[src/core/ofd_pkg.sv]
package ofd_pkg;

	// Widths of the data path
	localparam int OFD_ADDR_W = 8;
	localparam int OFD_DATA_W = 32;
	localparam int OFD_CODE_W = 22;
	localparam int OFD_WORD_W = 24;
	localparam int OFD_MAG_W = 4;
	localparam int OFD_PHASES = 4;
	localparam int OFD_EVT_W = 6;
	localparam int OFD_CNT_W = 16;

	// Register byte offsets
	localparam logic [7:0] OFD_CTRL_OFS = 8'h00;
	localparam logic [7:0] OFD_STATUS_OFS = 8'h04;
	localparam logic [7:0] OFD_INT_STATUS_OFS = 8'h08;
	localparam logic [7:0] OFD_INT_CLEAR_OFS = 8'h0C;
	localparam logic [7:0] OFD_INT_ENABLE_OFS = 8'h10;
	localparam logic [7:0] OFD_CYCLES_OFS = 8'h14;
	localparam logic [3:0] OFD_OFFSET_PAGE = 4'h2;
	localparam logic [3:0] OFD_RESULT_PAGE = 4'h4;

	// Field positions
	localparam int OFD_CTRL_THREE_LED_BIT = 0;
	localparam int OFD_OFS_MAG_LSB = 0;
	localparam int OFD_OFS_POL_BIT = 8;
	localparam int OFD_STATUS_PHASE_LSB = 0;
	localparam int OFD_STATUS_KIND_LSB = 4;
	localparam int OFD_STATUS_MODE_BIT = 8;
	localparam int OFD_EVT_RES_LSB = 0;
	localparam int OFD_EVT_OVER_BIT = 4;
	localparam int OFD_EVT_UNDER_BIT = 5;
	localparam int OFD_RANGE_LSB = 21;

	// Values after reset
	localparam logic [OFD_MAG_W-1:0] OFD_MAG_RST = 4'h0;
	localparam logic OFD_POL_RST = 1'b0;
	localparam logic [OFD_WORD_W-1:0] OFD_RESULT_RST = 24'h000000;
	localparam logic [OFD_EVT_W-1:0] OFD_EVT_RST = 6'h00;
	localparam logic [OFD_CNT_W-1:0] OFD_CNT_RST = 16'h0000;

	// Range codes in bits 23..21 and the clipped words
	localparam logic [2:0] OFD_RANGE_POS = 3'h0;
	localparam logic [2:0] OFD_RANGE_NEG = 3'h7;
	localparam logic [2:0] OFD_RANGE_OVER = 3'h1;
	localparam logic [2:0] OFD_RANGE_UNDER = 3'h6;
	localparam logic [OFD_WORD_W-1:0] OFD_OVER_WORD = 24'h3FFFFF;
	localparam logic [OFD_WORD_W-1:0] OFD_UNDER_WORD = 24'hC00000;

	localparam logic [1:0] OFD_RESP_OKAY = 2'h0;
	localparam logic [1:0] OFD_RESP_SLVERR = 2'h2;

	// Sampling phase, Gray coded along the sequence
	typedef enum logic [1:0] {
		OFD_PH_LED2 = 2'h0,
		OFD_PH_MID = 2'h1,
		OFD_PH_LED1 = 2'h3,
		OFD_PH_AMB1 = 2'h2
	} ofd_phase_t;

	// What the photodiode sees in the active phase
	typedef enum logic [2:0] {
		OFD_KIND_LED2 = 3'h0,
		OFD_KIND_AMB2 = 3'h1,
		OFD_KIND_LED3 = 3'h2,
		OFD_KIND_LED1 = 3'h3,
		OFD_KIND_AMB1 = 3'h4
	} ofd_kind_t;

	typedef enum logic [2:0] {
		OFD_SEL_CTRL,
		OFD_SEL_STATUS,
		OFD_SEL_ISTAT,
		OFD_SEL_ICLR,
		OFD_SEL_IEN,
		OFD_SEL_CYCLES,
		OFD_SEL_OFFSET,
		OFD_SEL_RESULT
	} ofd_sel_t;

endpackage

[src/core/ofd_conv_if.sv]
`timescale 1ns/1ps
interface ofd_conv_if;
	import ofd_pkg::*;

	logic in_valid;
	logic [1:0] in_phase;
	logic [OFD_CODE_W-1:0] in_code;
	logic in_over;
	logic in_under;
	logic out_valid;
	logic [1:0] out_phase;
	logic [OFD_WORD_W-1:0] out_word;

	modport fmt (
		input in_valid,
		input in_phase,
		input in_code,
		input in_over,
		input in_under,
		output out_valid,
		output out_phase,
		output out_word
	);

	modport core (
		output in_valid,
		output in_phase,
		output in_code,
		output in_over,
		output in_under,
		input out_valid,
		input out_phase,
		input out_word
	);

endinterface

[src/core/ofd_fmt.sv]
`timescale 1ns/1ps
module ofd_fmt (
	input wire logic clk_sys,
	input wire logic reset_n,
	ofd_conv_if.fmt conv
);
	import ofd_pkg::*;

	typedef struct packed {
		logic valid;
		logic [1:0] phase;
		logic [OFD_WORD_W-1:0] word;
	} ofd_fmt_state_t;

	ofd_fmt_state_t st_reg;
	ofd_fmt_state_t st_next;

	always_comb begin
		st_next = st_reg;
		st_next.valid = conv.in_valid;
		if (conv.in_valid) begin
			st_next.phase = conv.in_phase;
			if (conv.in_over) begin
				st_next.word = OFD_OVER_WORD;
			end else if (conv.in_under) begin
				st_next.word = OFD_UNDER_WORD;
			end else begin
				// Sign extension keeps zero at code zero, one step per LSB
				st_next.word = {{2{conv.in_code[OFD_CODE_W-1]}}, conv.in_code};
			end
		end
	end

	always_ff @(posedge clk_sys) begin
		if (!reset_n) begin
			st_reg <= '0;
		end else begin
			st_reg <= st_next;
		end
	end

	assign conv.out_valid = st_reg.valid;
	assign conv.out_phase = st_reg.phase;
	assign conv.out_word = st_reg.word;

endmodule

[src/core/ofd_top.sv]
// What this block does
// - Four offset settings, active phase's one applied
// - Per-phase magnitude sets cancellation current
// - Per-phase polarity selects add or subtract
// - Polarity one means negative, subtracted current
// - 22-bit code becomes 24-bit twos complement
// - Zero input gives zero, full scale extremes
// - In range, top two bits copy sign
// - Bits 23..21 flag range and overflow
// - Phase order LED2, ambient2 or LED3, LED1, ambient1
// - Four results, each in its own register
//
// Chosen here: register access over AXI4-Lite and the placing of the registers.
`timescale 1ns/1ps
module ofd_top (
	input wire logic clk_sys,
	input wire logic reset_n,
	input wire logic [ofd_pkg::OFD_ADDR_W-1:0] s_axi_awaddr,
	input wire logic s_axi_awvalid,
	output logic s_axi_awready,
	input wire logic [ofd_pkg::OFD_DATA_W-1:0] s_axi_wdata,
	input wire logic [3:0] s_axi_wstrb,
	input wire logic s_axi_wvalid,
	output logic s_axi_wready,
	output logic [1:0] s_axi_bresp,
	output logic s_axi_bvalid,
	input wire logic s_axi_bready,
	input wire logic [ofd_pkg::OFD_ADDR_W-1:0] s_axi_araddr,
	input wire logic s_axi_arvalid,
	output logic s_axi_arready,
	output logic [ofd_pkg::OFD_DATA_W-1:0] s_axi_rdata,
	output logic [1:0] s_axi_rresp,
	output logic s_axi_rvalid,
	input wire logic s_axi_rready,
	input wire logic cycle_start,
	input wire logic phase_advance,
	input wire logic conv_done,
	input wire logic [1:0] conv_phase,
	input wire logic [ofd_pkg::OFD_CODE_W-1:0] conv_code,
	input wire logic conv_over,
	input wire logic conv_under,
	output logic [ofd_pkg::OFD_MAG_W-1:0] offset_cancel_magnitude,
	output logic offset_cancel_polarity,
	output ofd_pkg::ofd_kind_t phase_kind,
	output logic irq
);
	import ofd_pkg::*;

	typedef struct packed {
		logic awready;
		logic wready;
		logic bvalid;
		logic [1:0] bresp;
		logic aw_held;
		logic [OFD_ADDR_W-1:0] aw_addr;
		logic w_held;
		logic [OFD_DATA_W-1:0] w_data;
		logic [3:0] w_strb;
		logic arready;
		logic rvalid;
		logic [1:0] rresp;
		logic [OFD_DATA_W-1:0] rdata;
		logic three_led;
		logic [OFD_PHASES-1:0][OFD_MAG_W-1:0] mag;
		logic [OFD_PHASES-1:0] pol;
		logic [OFD_PHASES-1:0][OFD_WORD_W-1:0] result;
		logic [OFD_EVT_W-1:0] int_status;
		logic [OFD_EVT_W-1:0] int_enable;
		logic [OFD_CNT_W-1:0] cycles;
		logic irq;
		ofd_phase_t phase;
		logic [OFD_MAG_W-1:0] dac_mag;
		logic dac_pol;
		ofd_kind_t kind;
	} ofd_top_state_t;

	ofd_top_state_t st_reg;
	ofd_top_state_t st_next;

	ofd_conv_if conv_bus ();

	assign conv_bus.in_valid = conv_done;
	assign conv_bus.in_phase = conv_phase;
	assign conv_bus.in_code = conv_code;
	assign conv_bus.in_over = conv_over;
	assign conv_bus.in_under = conv_under;

	ofd_fmt u_fmt (
		.clk_sys(clk_sys),
		.reset_n(reset_n),
		.conv(conv_bus.fmt)
	);

	// Decode of a register address; shared by the read and write paths
	function automatic logic ofd_decode(
		input logic [OFD_ADDR_W-1:0] addr,
		output ofd_sel_t sel
	);
		logic hit;
		hit = 1'b1;
		sel = OFD_SEL_CTRL;
		if (addr[1:0] != 2'h0) begin
			hit = 1'b0;
		end else if (addr == OFD_CTRL_OFS) begin
			sel = OFD_SEL_CTRL;
		end else if (addr == OFD_STATUS_OFS) begin
			sel = OFD_SEL_STATUS;
		end else if (addr == OFD_INT_STATUS_OFS) begin
			sel = OFD_SEL_ISTAT;
		end else if (addr == OFD_INT_CLEAR_OFS) begin
			sel = OFD_SEL_ICLR;
		end else if (addr == OFD_INT_ENABLE_OFS) begin
			sel = OFD_SEL_IEN;
		end else if (addr == OFD_CYCLES_OFS) begin
			sel = OFD_SEL_CYCLES;
		end else if (addr[7:4] == OFD_OFFSET_PAGE) begin
			sel = OFD_SEL_OFFSET;
		end else if (addr[7:4] == OFD_RESULT_PAGE) begin
			sel = OFD_SEL_RESULT;
		end else begin
			hit = 1'b0;
		end
		return hit;
	endfunction

	// Byte-lane merge of a write into an old register value
	function automatic logic [OFD_DATA_W-1:0] ofd_merge(
		input logic [OFD_DATA_W-1:0] old_val,
		input logic [OFD_DATA_W-1:0] new_val,
		input logic [3:0] strb
	);
		logic [OFD_DATA_W-1:0] res;
		res = old_val;
		for (int i = 0; i < 4; i++) begin
			if (strb[i]) begin
				res[i*8 +: 8] = new_val[i*8 +: 8];
			end
		end
		return res;
	endfunction

	// Slot index of each sampling phase, used for settings and the status phase field
	function automatic logic [1:0] ofd_slot(input ofd_phase_t ph);
		logic [1:0] idx;
		case (ph)
			OFD_PH_LED2: idx = 2'h0;
			OFD_PH_MID: idx = 2'h1;
			OFD_PH_LED1: idx = 2'h2;
			default: idx = 2'h3;
		endcase
		return idx;
	endfunction

	logic wr_hit;
	logic rd_hit;
	ofd_sel_t wr_sel;
	ofd_sel_t rd_sel;
	logic [1:0] wr_idx;
	logic [1:0] rd_idx;
	logic [OFD_DATA_W-1:0] ofs_word [OFD_PHASES];
	logic [OFD_DATA_W-1:0] rd_value;
	logic [OFD_EVT_W-1:0] events;
	logic [OFD_EVT_W-1:0] clear_bits;
	logic do_write;

	// The decode returns its select through an argument, so it is called procedurally
	always_comb begin
		wr_hit = ofd_decode(st_reg.aw_addr, wr_sel);
	end
	always_comb begin
		rd_hit = ofd_decode(s_axi_araddr, rd_sel);
	end
	assign wr_idx = st_reg.aw_addr[3:2];
	assign rd_idx = s_axi_araddr[3:2];
	assign do_write = st_reg.aw_held && st_reg.w_held && !st_reg.bvalid;

	genvar g;
	generate
		for (g = 0; g < OFD_PHASES; g++) begin : g_ofs
			// Offset register image: magnitude low, polarity above it
			always_comb begin
				ofs_word[g] = '0;
				ofs_word[g][OFD_OFS_MAG_LSB +: OFD_MAG_W] = st_reg.mag[g];
				ofs_word[g][OFD_OFS_POL_BIT] = st_reg.pol[g];
			end
		end
	endgenerate

	// Read data multiplexer
	always_comb begin
		rd_value = '0;
		case (rd_sel)
			OFD_SEL_CTRL: rd_value[OFD_CTRL_THREE_LED_BIT] = st_reg.three_led;
			OFD_SEL_STATUS: begin
				rd_value[OFD_STATUS_PHASE_LSB +: 2] = ofd_slot(st_reg.phase);
				rd_value[OFD_STATUS_KIND_LSB +: 3] = st_reg.kind;
				rd_value[OFD_STATUS_MODE_BIT] = st_reg.three_led;
			end
			OFD_SEL_ISTAT: rd_value[OFD_EVT_W-1:0] = st_reg.int_status;
			OFD_SEL_IEN: rd_value[OFD_EVT_W-1:0] = st_reg.int_enable;
			OFD_SEL_CYCLES: rd_value[OFD_CNT_W-1:0] = st_reg.cycles;
			OFD_SEL_OFFSET: rd_value = ofs_word[rd_idx];
			OFD_SEL_RESULT: rd_value[OFD_WORD_W-1:0] = st_reg.result[rd_idx];
			default: rd_value = '0;
		endcase
		if (!rd_hit) begin
			rd_value = '0;
		end
	end

	// Events raised by a finished conversion word
	always_comb begin
		events = '0;
		if (conv_bus.out_valid) begin
			events[OFD_EVT_RES_LSB + conv_bus.out_phase] = 1'b1;
			events[OFD_EVT_OVER_BIT] =
				conv_bus.out_word[OFD_RANGE_LSB +: 3] == OFD_RANGE_OVER;
			events[OFD_EVT_UNDER_BIT] =
				conv_bus.out_word[OFD_RANGE_LSB +: 3] == OFD_RANGE_UNDER;
		end
	end

	always_comb begin
		logic [OFD_DATA_W-1:0] merged;
		merged = '0;
		clear_bits = '0;
		st_next = st_reg;

		// Write address and data channels, taken in either order
		if (s_axi_awvalid && st_reg.awready) begin
			st_next.aw_held = 1'b1;
			st_next.aw_addr = s_axi_awaddr;
		end
		if (s_axi_wvalid && st_reg.wready) begin
			st_next.w_held = 1'b1;
			st_next.w_data = s_axi_wdata;
			st_next.w_strb = s_axi_wstrb;
		end
		if (st_reg.bvalid && s_axi_bready) begin
			st_next.bvalid = 1'b0;
		end

		if (do_write) begin
			st_next.aw_held = 1'b0;
			st_next.w_held = 1'b0;
			st_next.bvalid = 1'b1;
			st_next.bresp = wr_hit ? OFD_RESP_OKAY : OFD_RESP_SLVERR;
			if (wr_hit) begin
				case (wr_sel)
					OFD_SEL_CTRL: begin
						merged = ofd_merge({31'h0, st_reg.three_led}, st_reg.w_data,
							st_reg.w_strb);
						st_next.three_led = merged[OFD_CTRL_THREE_LED_BIT];
					end
					OFD_SEL_ICLR: begin
						merged = ofd_merge('0, st_reg.w_data, st_reg.w_strb);
						clear_bits = merged[OFD_EVT_W-1:0];
					end
					OFD_SEL_IEN: begin
						merged = ofd_merge({26'h0, st_reg.int_enable}, st_reg.w_data,
							st_reg.w_strb);
						st_next.int_enable = merged[OFD_EVT_W-1:0];
					end
					OFD_SEL_OFFSET: begin
						merged = ofd_merge(ofs_word[wr_idx], st_reg.w_data, st_reg.w_strb);
						st_next.mag[wr_idx] = merged[OFD_OFS_MAG_LSB +: OFD_MAG_W];
						st_next.pol[wr_idx] = merged[OFD_OFS_POL_BIT];
					end
					default: merged = '0;
				endcase
			end
		end

		// One read at a time; the answer comes the cycle after the address
		if (st_reg.rvalid && s_axi_rready) begin
			st_next.rvalid = 1'b0;
		end
		if (s_axi_arvalid && st_reg.arready) begin
			st_next.rvalid = 1'b1;
			st_next.rdata = rd_value;
			st_next.rresp = rd_hit ? OFD_RESP_OKAY : OFD_RESP_SLVERR;
		end
		st_next.arready = !st_next.rvalid;
		st_next.awready = !st_next.aw_held && !st_next.bvalid;
		st_next.wready = !st_next.w_held && !st_next.bvalid;

		// A result register changes only when its own word completes
		if (conv_bus.out_valid) begin
			st_next.result[conv_bus.out_phase] = conv_bus.out_word;
		end

		// A new event wins over a clear in the same cycle
		st_next.int_status = (st_reg.int_status & ~clear_bits) | events;
		st_next.irq = |(st_next.int_status & st_next.int_enable);

		// Phase sequencer driven by the timing engine strobes
		if (cycle_start) begin
			st_next.phase = OFD_PH_LED2;
			st_next.cycles = st_reg.cycles + 16'h0001;
		end else if (phase_advance) begin
			case (st_reg.phase)
				OFD_PH_LED2: st_next.phase = OFD_PH_MID;
				OFD_PH_MID: st_next.phase = OFD_PH_LED1;
				OFD_PH_LED1: st_next.phase = OFD_PH_AMB1;
				default: st_next.phase = OFD_PH_LED2;
			endcase
		end

		case (st_next.phase)
			OFD_PH_LED2: st_next.kind = OFD_KIND_LED2;
			OFD_PH_MID: st_next.kind = st_next.three_led ? OFD_KIND_LED3 : OFD_KIND_AMB2;
			OFD_PH_LED1: st_next.kind = OFD_KIND_LED1;
			default: st_next.kind = OFD_KIND_AMB1;
		endcase

		// Setting of the active phase goes to the cancellation current source
		st_next.dac_mag = st_next.mag[ofd_slot(st_next.phase)];
		st_next.dac_pol = st_next.pol[ofd_slot(st_next.phase)];
	end

	always_ff @(posedge clk_sys) begin
		if (!reset_n) begin
			st_reg <= '0;
			st_reg.awready <= 1'b1;
			st_reg.wready <= 1'b1;
			st_reg.arready <= 1'b1;
			st_reg.phase <= OFD_PH_LED2;
			st_reg.kind <= OFD_KIND_LED2;
			st_reg.int_status <= OFD_EVT_RST;
			st_reg.int_enable <= OFD_EVT_RST;
			st_reg.cycles <= OFD_CNT_RST;
			st_reg.dac_mag <= OFD_MAG_RST;
			st_reg.dac_pol <= OFD_POL_RST;
			for (int i = 0; i < OFD_PHASES; i++) begin
				st_reg.mag[i] <= OFD_MAG_RST;
				st_reg.pol[i] <= OFD_POL_RST;
				st_reg.result[i] <= OFD_RESULT_RST;
			end
		end else begin
			st_reg <= st_next;
		end
	end

	assign s_axi_awready = st_reg.awready;
	assign s_axi_wready = st_reg.wready;
	assign s_axi_bvalid = st_reg.bvalid;
	assign s_axi_bresp = st_reg.bresp;
	assign s_axi_arready = st_reg.arready;
	assign s_axi_rvalid = st_reg.rvalid;
	assign s_axi_rdata = st_reg.rdata;
	assign s_axi_rresp = st_reg.rresp;
	assign offset_cancel_magnitude = st_reg.dac_mag;
	assign offset_cancel_polarity = st_reg.dac_pol;
	assign phase_kind = st_reg.kind;
	assign irq = st_reg.irq;

endmodule

[config.mk]
export PLATFORM = sky130hd
export DESIGN_NAME = ofd_top
export DESIGN_NICKNAME = d
export VERILOG_FILES = /design/src/core/ofd_pkg.sv /design/src/core/ofd_conv_if.sv /design/src/core/ofd_fmt.sv /design/src/core/ofd_top.sv
export SDC_FILE = /design/constraint.sdc
export NUM_CORES = 1
export LEC_CHECK = 0
export ABC_AREA = 1
export BUFFER_PORTS_ARGS = -buffer_cell sky130_fd_sc_hd__buf_2
export CORE_ASPECT_RATIO = 0.8
export CORE_UTILIZATION = 50
export CTS_CLUSTER_DIAMETER = 100
export DETAILED_ROUTE_END_ITERATION = 6
export PLACE_DENSITY_LB_ADDON = 0.15
export SYNTH_ARGS = -nofsm -noshare
export SYNTH_HDL_FRONTEND = slang
export SYNTH_SLANG_ARGS = --single-unit
[constraint.sdc]
create_clock -name clk_sys -period 3.71 [get_ports clk_sys]
set_clock_uncertainty 0.2 [all_clocks]
set_input_delay 0.5565 -clock clk_sys [delete_from_list [all_inputs] [get_ports clk_sys]]
set_output_delay 0.5565 -clock clk_sys [all_outputs]
set_load 0.02 [all_outputs]
==> impl_table.tex, run 1 <==
\begin{tabular}{lr}
\hline
Metric & Value \\
\hline
\multicolumn{2}{l}{\textbf{Worst setup path}} \\
Crit path DAT & 2.87 ns \\
Cell with the most instances on the worst path & sky130\_fd\_sc\_hd\_\_nor2\_2 \\
Number of buffer and inverter stages on the critical path & 1 \\
Beginning of the critical path & st\_reg[231]\$\_SDFFE\_PN0P\_ \\
Critical-path maximum fanout & 20 \\
Setup crit end kind & flop \\
Worst R2R Path Depth & 12 \\
Slowest stage delay, CP & 0.65 ns \\
Startpoint type of the worst setup path & flop \\
Dominant delay contributor by cell family on the critical path & simple AND/OR/NAND/NOR gates \\
Setup slack of the worst register-to-register path & 1.04 ns \\
Crit path max-delay cell type & sky130\_fd\_sc\_hd\_\_nor2\_2 \\
Reg-to-reg startpoint & st\_reg[231]\$\_SDFFE\_PN0P\_ \\
Endpoint of the lowest-slack register-to-register path & offset\_cancel\_magnitude[1]\$\_SDFF\_PN0\_ \\
Setup CP Type & flop to flop \\
Worst EP required & 3.90 ns \\
Cell Chain, Critical Path & nand2\_1 > nor2\_2 > nand2\_4 > inv\_2 > nor2\_2 > nand4\_2 > nor2\_2 > nand2\_2 > nand2\_1 > nand3\_1 > nand3\_1 > a21oi\_1 \\
\multicolumn{2}{l}{\textbf{Yosys}} \\
Number of distinct library cell variants in the gate-level netlist after synthesis & 44 \\
Average cell area after synthesis & 7.51 sq um \\
Sequential fraction of the synthesis area & 44.9\% \\
Main area contributors after synthesis & sky130\_fd\_sc\_hd\_\_dfxtp\_1 45\%, sky130\_fd\_sc\_hd\_\_nand2\_1 8.2\%, sky130\_fd\_sc\_hd\_\_a21oi\_1 8.0\%, sky130\_fd\_sc\_hd\_\_o21ai\_0 7.7\%, sky130\_fd\_sc\_hd\_\_inv\_1 4.4\% \\
Area of the mapped netlist & 0.0101 sq mm \\
Count of flip-flops with a built-in enable after synthesis & 0 \\
Area share of the largest cell type after synthesis & 44.9\% \\
Async set-or-reset flop fraction in the synthesized netlist & 0\% \\
Dominant cell type by area after synthesis & sky130\_fd\_sc\_hd\_\_dfxtp\_1 \\
Synth warn & 0 \\
Most frequent cell after synthesis & sky130\_fd\_sc\_hd\_\_dfxtp\_1 \\
Post-Syn Instances & 1,346 \\
Count of state elements after synthesis & 227 \\
Commonest register cell after synthesis & sky130\_fd\_sc\_hd\_\_dfxtp\_1 \\
Synth cell count leaders & 227 x sky130\_fd\_sc\_hd\_\_dfxtp\_1, 221 x sky130\_fd\_sc\_hd\_\_nand2\_1, 161 x sky130\_fd\_sc\_hd\_\_a21oi\_1 \\
\multicolumn{2}{l}{\textbf{STA}} \\
Measured slew at the worst slew-check pin & 1.12 ns \\
Final period demand of the worst path & 2.67 ns \\
Post-route clock period utilization & 72.1\% \\
Setup-violating endpoint count in the final report & 0 \\
RSZ-0062 raised after global routing & no \\
Upper clock frequency limit & 374 MHz \\
Worst path setup slack after routing & 1.04 ns \\
Total Negative Setup Slacks & 0 ns \\
Relative slew slack & 25.6\% \\
Final-report max-slew violation count & 0 \\
Count of final hold-check violations & 0 \\
\multicolumn{2}{l}{\textbf{Hold path}} \\
Hold endpoint & u\_fmt.conv.out\_word[11]\$\_SDFFE\_PN0P\_ \\
HP Class & input pin to flop \\
Start point of the worst hold path & conv\_code[11] \\
Hold Path Cell Cnt & 3 \\
\multicolumn{2}{l}{\textbf{Floorplan}} \\
Full die area & 0.0208 sq mm \\
Cell Rows & 46 \\
Number of primary I/O pins & 138 \\
Width of the die & 161 um \\
Effective utilization at floorplan & 51.1\% \\
Y dimension of the die & 129 um \\
Placeable core region & 0.0198 sq mm \\
\multicolumn{2}{l}{\textbf{Detailed routing}} \\
Post-Route WL & 27.4 mm \\
Starting DRT DRC Count & 996 \\
Vias after detailed routing & 9,251 \\
Detail-routed via count per cell & 5.56 \\
Number of antenna-violating nets in the routed design & 0 \\
Post-route DRC & 0 \\
Avg WL per Cell & 16.5 um \\
Drt first pass iters & 6 \\
\multicolumn{2}{l}{\textbf{Clocking}} \\
CTS tree & yes \\
Post-cts hold buffer count & 0 \\
Root buffer cell & sky130\_fd\_sc\_hd\_\_clkbuf\_16 \\
Clock latency of the later-clocked register in the worst-skew pair & 0.52 ns \\
Clock buffer count from CTS & 24 \\
Number of clock sinks & 227 \\
PostCTS Resize Cnt & 0 \\
Clock-pin transition on the worst setup and hold timing paths & 0.06 ns \\
CTS max path bufs & 3 \\
Clock H-tree levels & 1 \\
Post CTS Setup Buffer Count & 0 \\
\multicolumn{2}{l}{\textbf{Flow run}} \\
Max-cap violations & 0 \\
\multicolumn{2}{l}{\textbf{Placement}} \\
Number of buffers added on ports & 100 \\
DP Worst Slack & 0.952 ns \\
Detailed placement HPWL & 18.3 mm \\
Last weighted congestion value of the routability-driven placer & 0.887 \\
Cell count after placement & 1,622 \\
\multicolumn{2}{l}{\textbf{Power}} \\
Pwr Density & 489 mW/mm\^{}2 \\
LEAKAGE & 4.61 nW \\
Total power consumption of the routed design & 0.00553 W \\
Worst IR drop on VDD & 0.282 mV \\
\multicolumn{2}{l}{\textbf{GRT}} \\
GRT Total Usage & 25.8\% \\
First-pass GRT wire length & 42.7 mm \\
Pin count of the biggest net entering global routing & 130 \\
Overflow left after global routing & 0 \\
Via count of the first global-routing pass & 7,835 \\
Number of antenna violations at the first check in global routing & 0 \\
\multicolumn{2}{l}{\textbf{Finish}} \\
Fraction of final layout cells with drive strength greater than 1 & 14.4\% \\
Nets & 1,478 \\
Area added between synthesis and finish & 11.7\% \\
Filler-free cell count of the finished design & 1,664 \\
Antenna Cells & 0 \\
Largest register FFs & 142 \\
\multicolumn{2}{l}{\textbf{Outcome}} \\
Status & finished clean \\
\hline
\end{tabular}
## cells in the final DEF (no fill, tap or decap), drive strengths merged, types with 2 or more instances in the layout
master,instances
clkinv,12
a221oi,27
nand3,83
or2,3
nand2,229
o2111ai,4
nor2,85
o211ai,11
nand4,23
a31oi,11
conb,10
bufinv,2
inv,129
o31ai,8
clkbuf,32
dfxtp,227
ha,6
and2,3
a21oi,161
nor3,9
buf,121
o22ai,4
a22oi,34
o21ai,160
## per-stage QoR
stage,util [%],hold slack (ns),area (sq um)
2_1_floorplan,-,0.224,10100
3_3_place_gp,53.1,0.240,10500
3_5_place_dp,53.1,0.248,10500
4_1_cts,57.0,0.0906,11300
5_1_grt,57.0,0.0920,11300
6_report,57.0,0.104,11300
## area by class of cell
| class | count | area [sq um] |
|---|---|---|
| fillers | 1863 | 8500 |
| flip-flops and latches | 227 | 4540 |
| repair buffers | 121 | 658 |
| well taps | 264 | 330 |
| clock buffers | 32 | 682 |
| clock inverters | 10 | 104 |
| inverters | 133 | 504 |
| multi-input cells | 877 | 4470 |
## worst max-delay path by stage
stage	endpoint	slack, ns	depth (start not counted)
after floorplan	offset_cancel_magnitude[3]$_SDFF_PN0_	1.62	9
after global placement	s_axi_rdata[3]$_SDFFE_PN0P_	0.97	10
after detailed placement	s_axi_rdata[3]$_SDFFE_PN0P_	0.95	10
after CTS	offset_cancel_magnitude[1]$_SDFF_PN0_	1.13	12
after global routing	offset_cancel_magnitude[2]$_SDFF_PN0_	0.85	12
final	offset_cancel_magnitude[1]$_SDFF_PN0_	1.04	12
## where the power goes
part | internal (W) | total [W] | switching [W]
combinational | 0.000158 | 0.000534 | 0.000376
clock | 0.00143 | 0.00241 | 0.000982
sequential | 0.00253 | 0.00258 | 0.0000493
## kinds of logic after synthesis
kind of cell / Yosys count / share of synthesized area (%)
fa+ha+maj: 6 / 0.742
flops: 227 / 44.9
compound gates: 424 / 23.8
xor+xnor: 1 / 0.0866
simple gates: 436 / 19.1
other cells: 1 / 0.0371
buf+inv: 251 / 11.3
## routing by layer
layer | vias to the layer above | global-route usage [%] | part of all wire, %
met4 | 0 | 5.16 | 1.5
met5 | - | 0 | 0
li1 | 4616 | - | -
met1 | 4201 | 41.3 | 50
met2 | 400 | 35.9 | 40
met3 | 34 | 4.16 | 8.8
## worst register-to-register path, stage by stage, from the launching register on
cell and delay (ns):
sky130_fd_sc_hd__dfxtp_1 0.34, sky130_fd_sc_hd__nand2_1 0.22, sky130_fd_sc_hd__nor2_2 0.09, sky130_fd_sc_hd__nand2_4 0.16, sky130_fd_sc_hd__inv_2 0.05, sky130_fd_sc_hd__nor2_2 0.11, sky130_fd_sc_hd__nand4_2 0.11, sky130_fd_sc_hd__nor2_2 0.65
sky130_fd_sc_hd__nand2_2 0.27, sky130_fd_sc_hd__nand2_1 0.15, sky130_fd_sc_hd__nand3_1 0.08, sky130_fd_sc_hd__nand3_1 0.07, sky130_fd_sc_hd__a21oi_1 0.07
Note: power is estimated with default switching activity, not from simulation.
==> run 2, diff against run 1 <==
Clock period 3.71 ns to 2.2 ns, I/O delays scaled along.
==> impl_table.tex, run 2 (same netlist as run 1, synthesis figures left out) <==
\begin{tabular}{lr}
\hline
Metric & Value \\
\hline
\multicolumn{2}{l}{\textbf{Outcome}} \\
Status & finished with violations (was finished clean) \\
Violations in the final reports & DRC \\
\multicolumn{2}{l}{\textbf{Power}} \\
Pwr Density & 764 mW/mm\^{}2 (was 489 mW/mm\^{}2) \\
LEAKAGE & 5.01 nW (was 4.61 nW) \\
Total power consumption of the routed design & 0.00929 W (was 0.00553 W) \\
Worst IR drop on VDD & 0.480 mV (was 0.282 mV) \\
\multicolumn{2}{l}{\textbf{GRT}} \\
Overflow left after global routing & 0 (unchanged) \\
Met3 global-route usage & 4.39\% (was 4.16\%) \\
Via count of the first global-routing pass & 8,306 (was 7,835) \\
Number of antenna violations at the first check in global routing & 0 (unchanged) \\
GRT Total Usage & 26.4\% (was 25.8\%) \\
Global routing's busiest layer & met1 (unchanged) \\
Met1 global-route usage & 40.7\% (was 41.3\%) \\
Pin count of the biggest net entering global routing & 100 (was 130) \\
Met2 Resource Use GR & 38.0\% (was 35.9\%) \\
First-pass GRT wire length & 44.1 mm (was 42.7 mm) \\
\multicolumn{2}{l}{\textbf{Finish}} \\
Largest register FFs & 142 (unchanged) \\
Most common cell after layout, fill and taps aside & sky130\_fd\_sc\_hd\_\_dfxtp\_1 (unchanged) \\
Most frequent cells in the layout & 226 x sky130\_fd\_sc\_hd\_\_dfxtp\_1, 218 x sky130\_fd\_sc\_hd\_\_nand2\_1, 159 x sky130\_fd\_sc\_hd\_\_a21oi\_1, 155 x sky130\_fd\_sc\_hd\_\_o21ai\_0, 118 x sky130\_fd\_sc\_hd\_\_inv\_1 (was 227 x sky130\_fd\_sc\_hd\_\_dfxtp\_1, 221 x sky130\_fd\_sc\_hd\_\_nand2\_1, 161 x sky130\_fd\_sc\_hd\_\_a21oi\_1, 155 x sky130\_fd\_sc\_hd\_\_o21ai\_0, 118 x sky130\_fd\_sc\_hd\_\_inv\_1) \\
Area added between synthesis and finish & 20.2\% (was 11.7\%) \\
Fraction of final layout cells with drive strength greater than 1 & 16.7\% (was 14.4\%) \\
Antenna Cells & 0 (unchanged) \\
Nets & 1,564 (was 1,478) \\
\multicolumn{2}{l}{\textbf{Clocking}} \\
Number of clock sinks & 227 (unchanged) \\
CTS tree & yes (unchanged) \\
Clock buffer count from CTS & 23 (was 24) \\
Clock latency of the later-clocked register in the worst-skew pair & 0.52 ns (about the same) \\
Root buffer cell & sky130\_fd\_sc\_hd\_\_clkbuf\_16 (unchanged) \\
Clock-pin transition on the worst setup and hold timing paths & 0.06 ns (about the same) \\
CTS max path bufs & 3 (unchanged) \\
Clock H-tree levels & 1 (unchanged) \\
\multicolumn{2}{l}{\textbf{Worst setup path}} \\
Crit path DAT & 2.30 ns (was 2.87 ns) \\
Setup crit end kind & flop (unchanged) \\
Critical-path maximum fanout & 10 (was 20) \\
Reg-to-reg startpoint & st\_reg[235]\$\_SDFFE\_PN0P\_ (was st\_reg[231]\$\_SDFFE\_PN0P\_) \\
Startpoint type of the worst setup path & input pin (was flop) \\
Beginning of the critical path & cycle\_start (was st\_reg[231]\$\_SDFFE\_PN0P\_) \\
Setup CP Type & input pin to flop (was flop to flop) \\
Worst EP required & 2.44 ns (was 3.90 ns) \\
\multicolumn{2}{l}{\textbf{Floorplan}} \\
Cell Rows & 46 (unchanged) \\
Y dimension of the die & 129 um (unchanged) \\
Full die area & 0.0208 sq mm (unchanged) \\
Number of primary I/O pins & 138 (unchanged) \\
Effective utilization at floorplan & 51.1\% (unchanged) \\
Width of the die & 161 um (unchanged) \\
Placeable core region & 0.0198 sq mm (unchanged) \\
\multicolumn{2}{l}{\textbf{Hold path}} \\
Start point of the worst hold path & phase\_advance (was conv\_code[11]) \\
HP Class & input pin to flop (unchanged) \\
\multicolumn{2}{l}{\textbf{Detailed routing}} \\
Post-route DRC & 1 (was 0) \\
Avg WL per Cell & 15.9 um (was 16.5 um) \\
Starting DRT DRC Count & 855 (was 996) \\
Detail-routed via count per cell & 5.46 (was 5.56) \\
Number of antenna-violating nets in the routed design & 0 (unchanged) \\
Drt first pass iters & 7 (was 6) \\
Post-Route WL & 27.8 mm (was 27.4 mm) \\
Vias after detailed routing & 9,561 (was 9,251) \\
\multicolumn{2}{l}{\textbf{Placement}} \\
Last weighted congestion value of the routability-driven placer & 0.884 (was 0.887) \\
Number of buffers added on ports & 100 (unchanged) \\
Detailed placement HPWL & 19.2 mm (was 18.3 mm) \\
\multicolumn{2}{l}{\textbf{STA}} \\
Final period demand of the worst path & 2.05 ns \\
Measured slew at the worst slew-check pin & 0.546 ns (was 1.12 ns) \\
Count of final hold-check violations & 0 (unchanged) \\
RSZ-0062 raised after global routing & no (unchanged) \\
Post-route clock period utilization & 93.3\% \\
Upper clock frequency limit & 487 MHz \\
Final-report max-slew violation count & 0 (unchanged) \\
Total Negative Setup Slacks & 0 ns (unchanged) \\
Worst hold slack across all endpoints & 0.0372 ns (was 0.104 ns) \\
Setup-violating endpoint count in the final report & 0 (unchanged) \\
Relative slew slack & 63.2\% (was 25.6\%) \\
\multicolumn{2}{l}{\textbf{Flow run}} \\
Max-cap violations & 0 (unchanged) \\
\hline
\end{tabular}
[run 2: changes by cell type in the layout (fill, tap and decap cells not counted), moves of 3 or more]
| cell | before | now |
|---|---|---|
| sky130_fd_sc_hd__buf_12 | 0 | 7 |
| sky130_fd_sc_hd__nand2_1 | 221 | 218 |
| sky130_fd_sc_hd__dlygate4sd3_1 | 0 | 49 |
| sky130_fd_sc_hd__nand2_2 | 5 | 8 |
| sky130_fd_sc_hd__buf_4 | 21 | 52 |
[run 2: metal layers]
metal | vias to the layer above | routed length (um)
li1 | 4793 | -
met1 | 4394 | 13900
met2 | 339 | 11300
met3 | 35 | 2140
met4 | 0 | 456
met5 | - | 0
[run 2: repair_timing]
item / CTS / global route
resized for setup: 0 / 13
endpoints found under the hold margin: 47 / 0
endpoints found under the setup margin: 0 / 9
setup buffers: 0 / 0
hold buffers: 49 / 0
[run 2: path summary, 6_finish.rpt]
kind              slack [ns]  depth (start not counted)                                    end
setup / recovery        0.15                          9  offset_cancel_magnitude[0]$_SDFF_PN0_
hold / removal          0.04                          6                   st_reg[8]$_SDFF_PN0_
setup reg to reg        0.15                         11  offset_cancel_magnitude[2]$_SDFF_PN0_
hold reg to reg         0.26                          2               st_reg[204]$_SDFFE_PN0P_
[run 2: cell type report]
cell class / count / area (sq um)
Clock inverter: 10 / 106
Clock buffer: 31 / 636
Sequential cell: 227 / 4550
Multi-Input combinational cell: 877 / 4510
Timing Repair Buffer: 208 / 1520
Fill cell: 1795 / 7640
Inverter: 133 / 510
Tap cell: 264 / 330
[run 2: power by group]
part	internal [W]	switching, W	total [W]	leakage (nW)
Combinational	0.000382	0.000668	0.00105	2.79
Sequential	0.00428	0.0000890	0.00436	1.85
Clock	0.00226	0.00161	0.00387	0.367
[run 2: critical path, cell delays in order]
cell and delay [ns]:
sky130_fd_sc_hd__dlygate4sd3_1 0.53, sky130_fd_sc_hd__buf_2 0.13, sky130_fd_sc_hd__nor3_1 0.27, sky130_fd_sc_hd__inv_1 0.10, sky130_fd_sc_hd__ha_1 0.35, sky130_fd_sc_hd__clkinvlp_4 0.22
sky130_fd_sc_hd__nand3_1 0.14, sky130_fd_sc_hd__nand3_1 0.08, sky130_fd_sc_hd__a21oi_1 0.15
[run 2: per-stage QoR]
step           setup slack [ns]  instance area [sq um]  util (%)  instances
6_report                  0.147                  12200      61.4       1750
5_1_grt                0.000453                  12200      61.4       1750
4_1_cts                  0.0939                  12100      61.2       1750
3_5_place_dp             0.0581                  10900      55.0       1660
3_3_place_gp             0.0797                  10900      55.0       1660
2_1_floorplan             0.320                  10100         -       1355
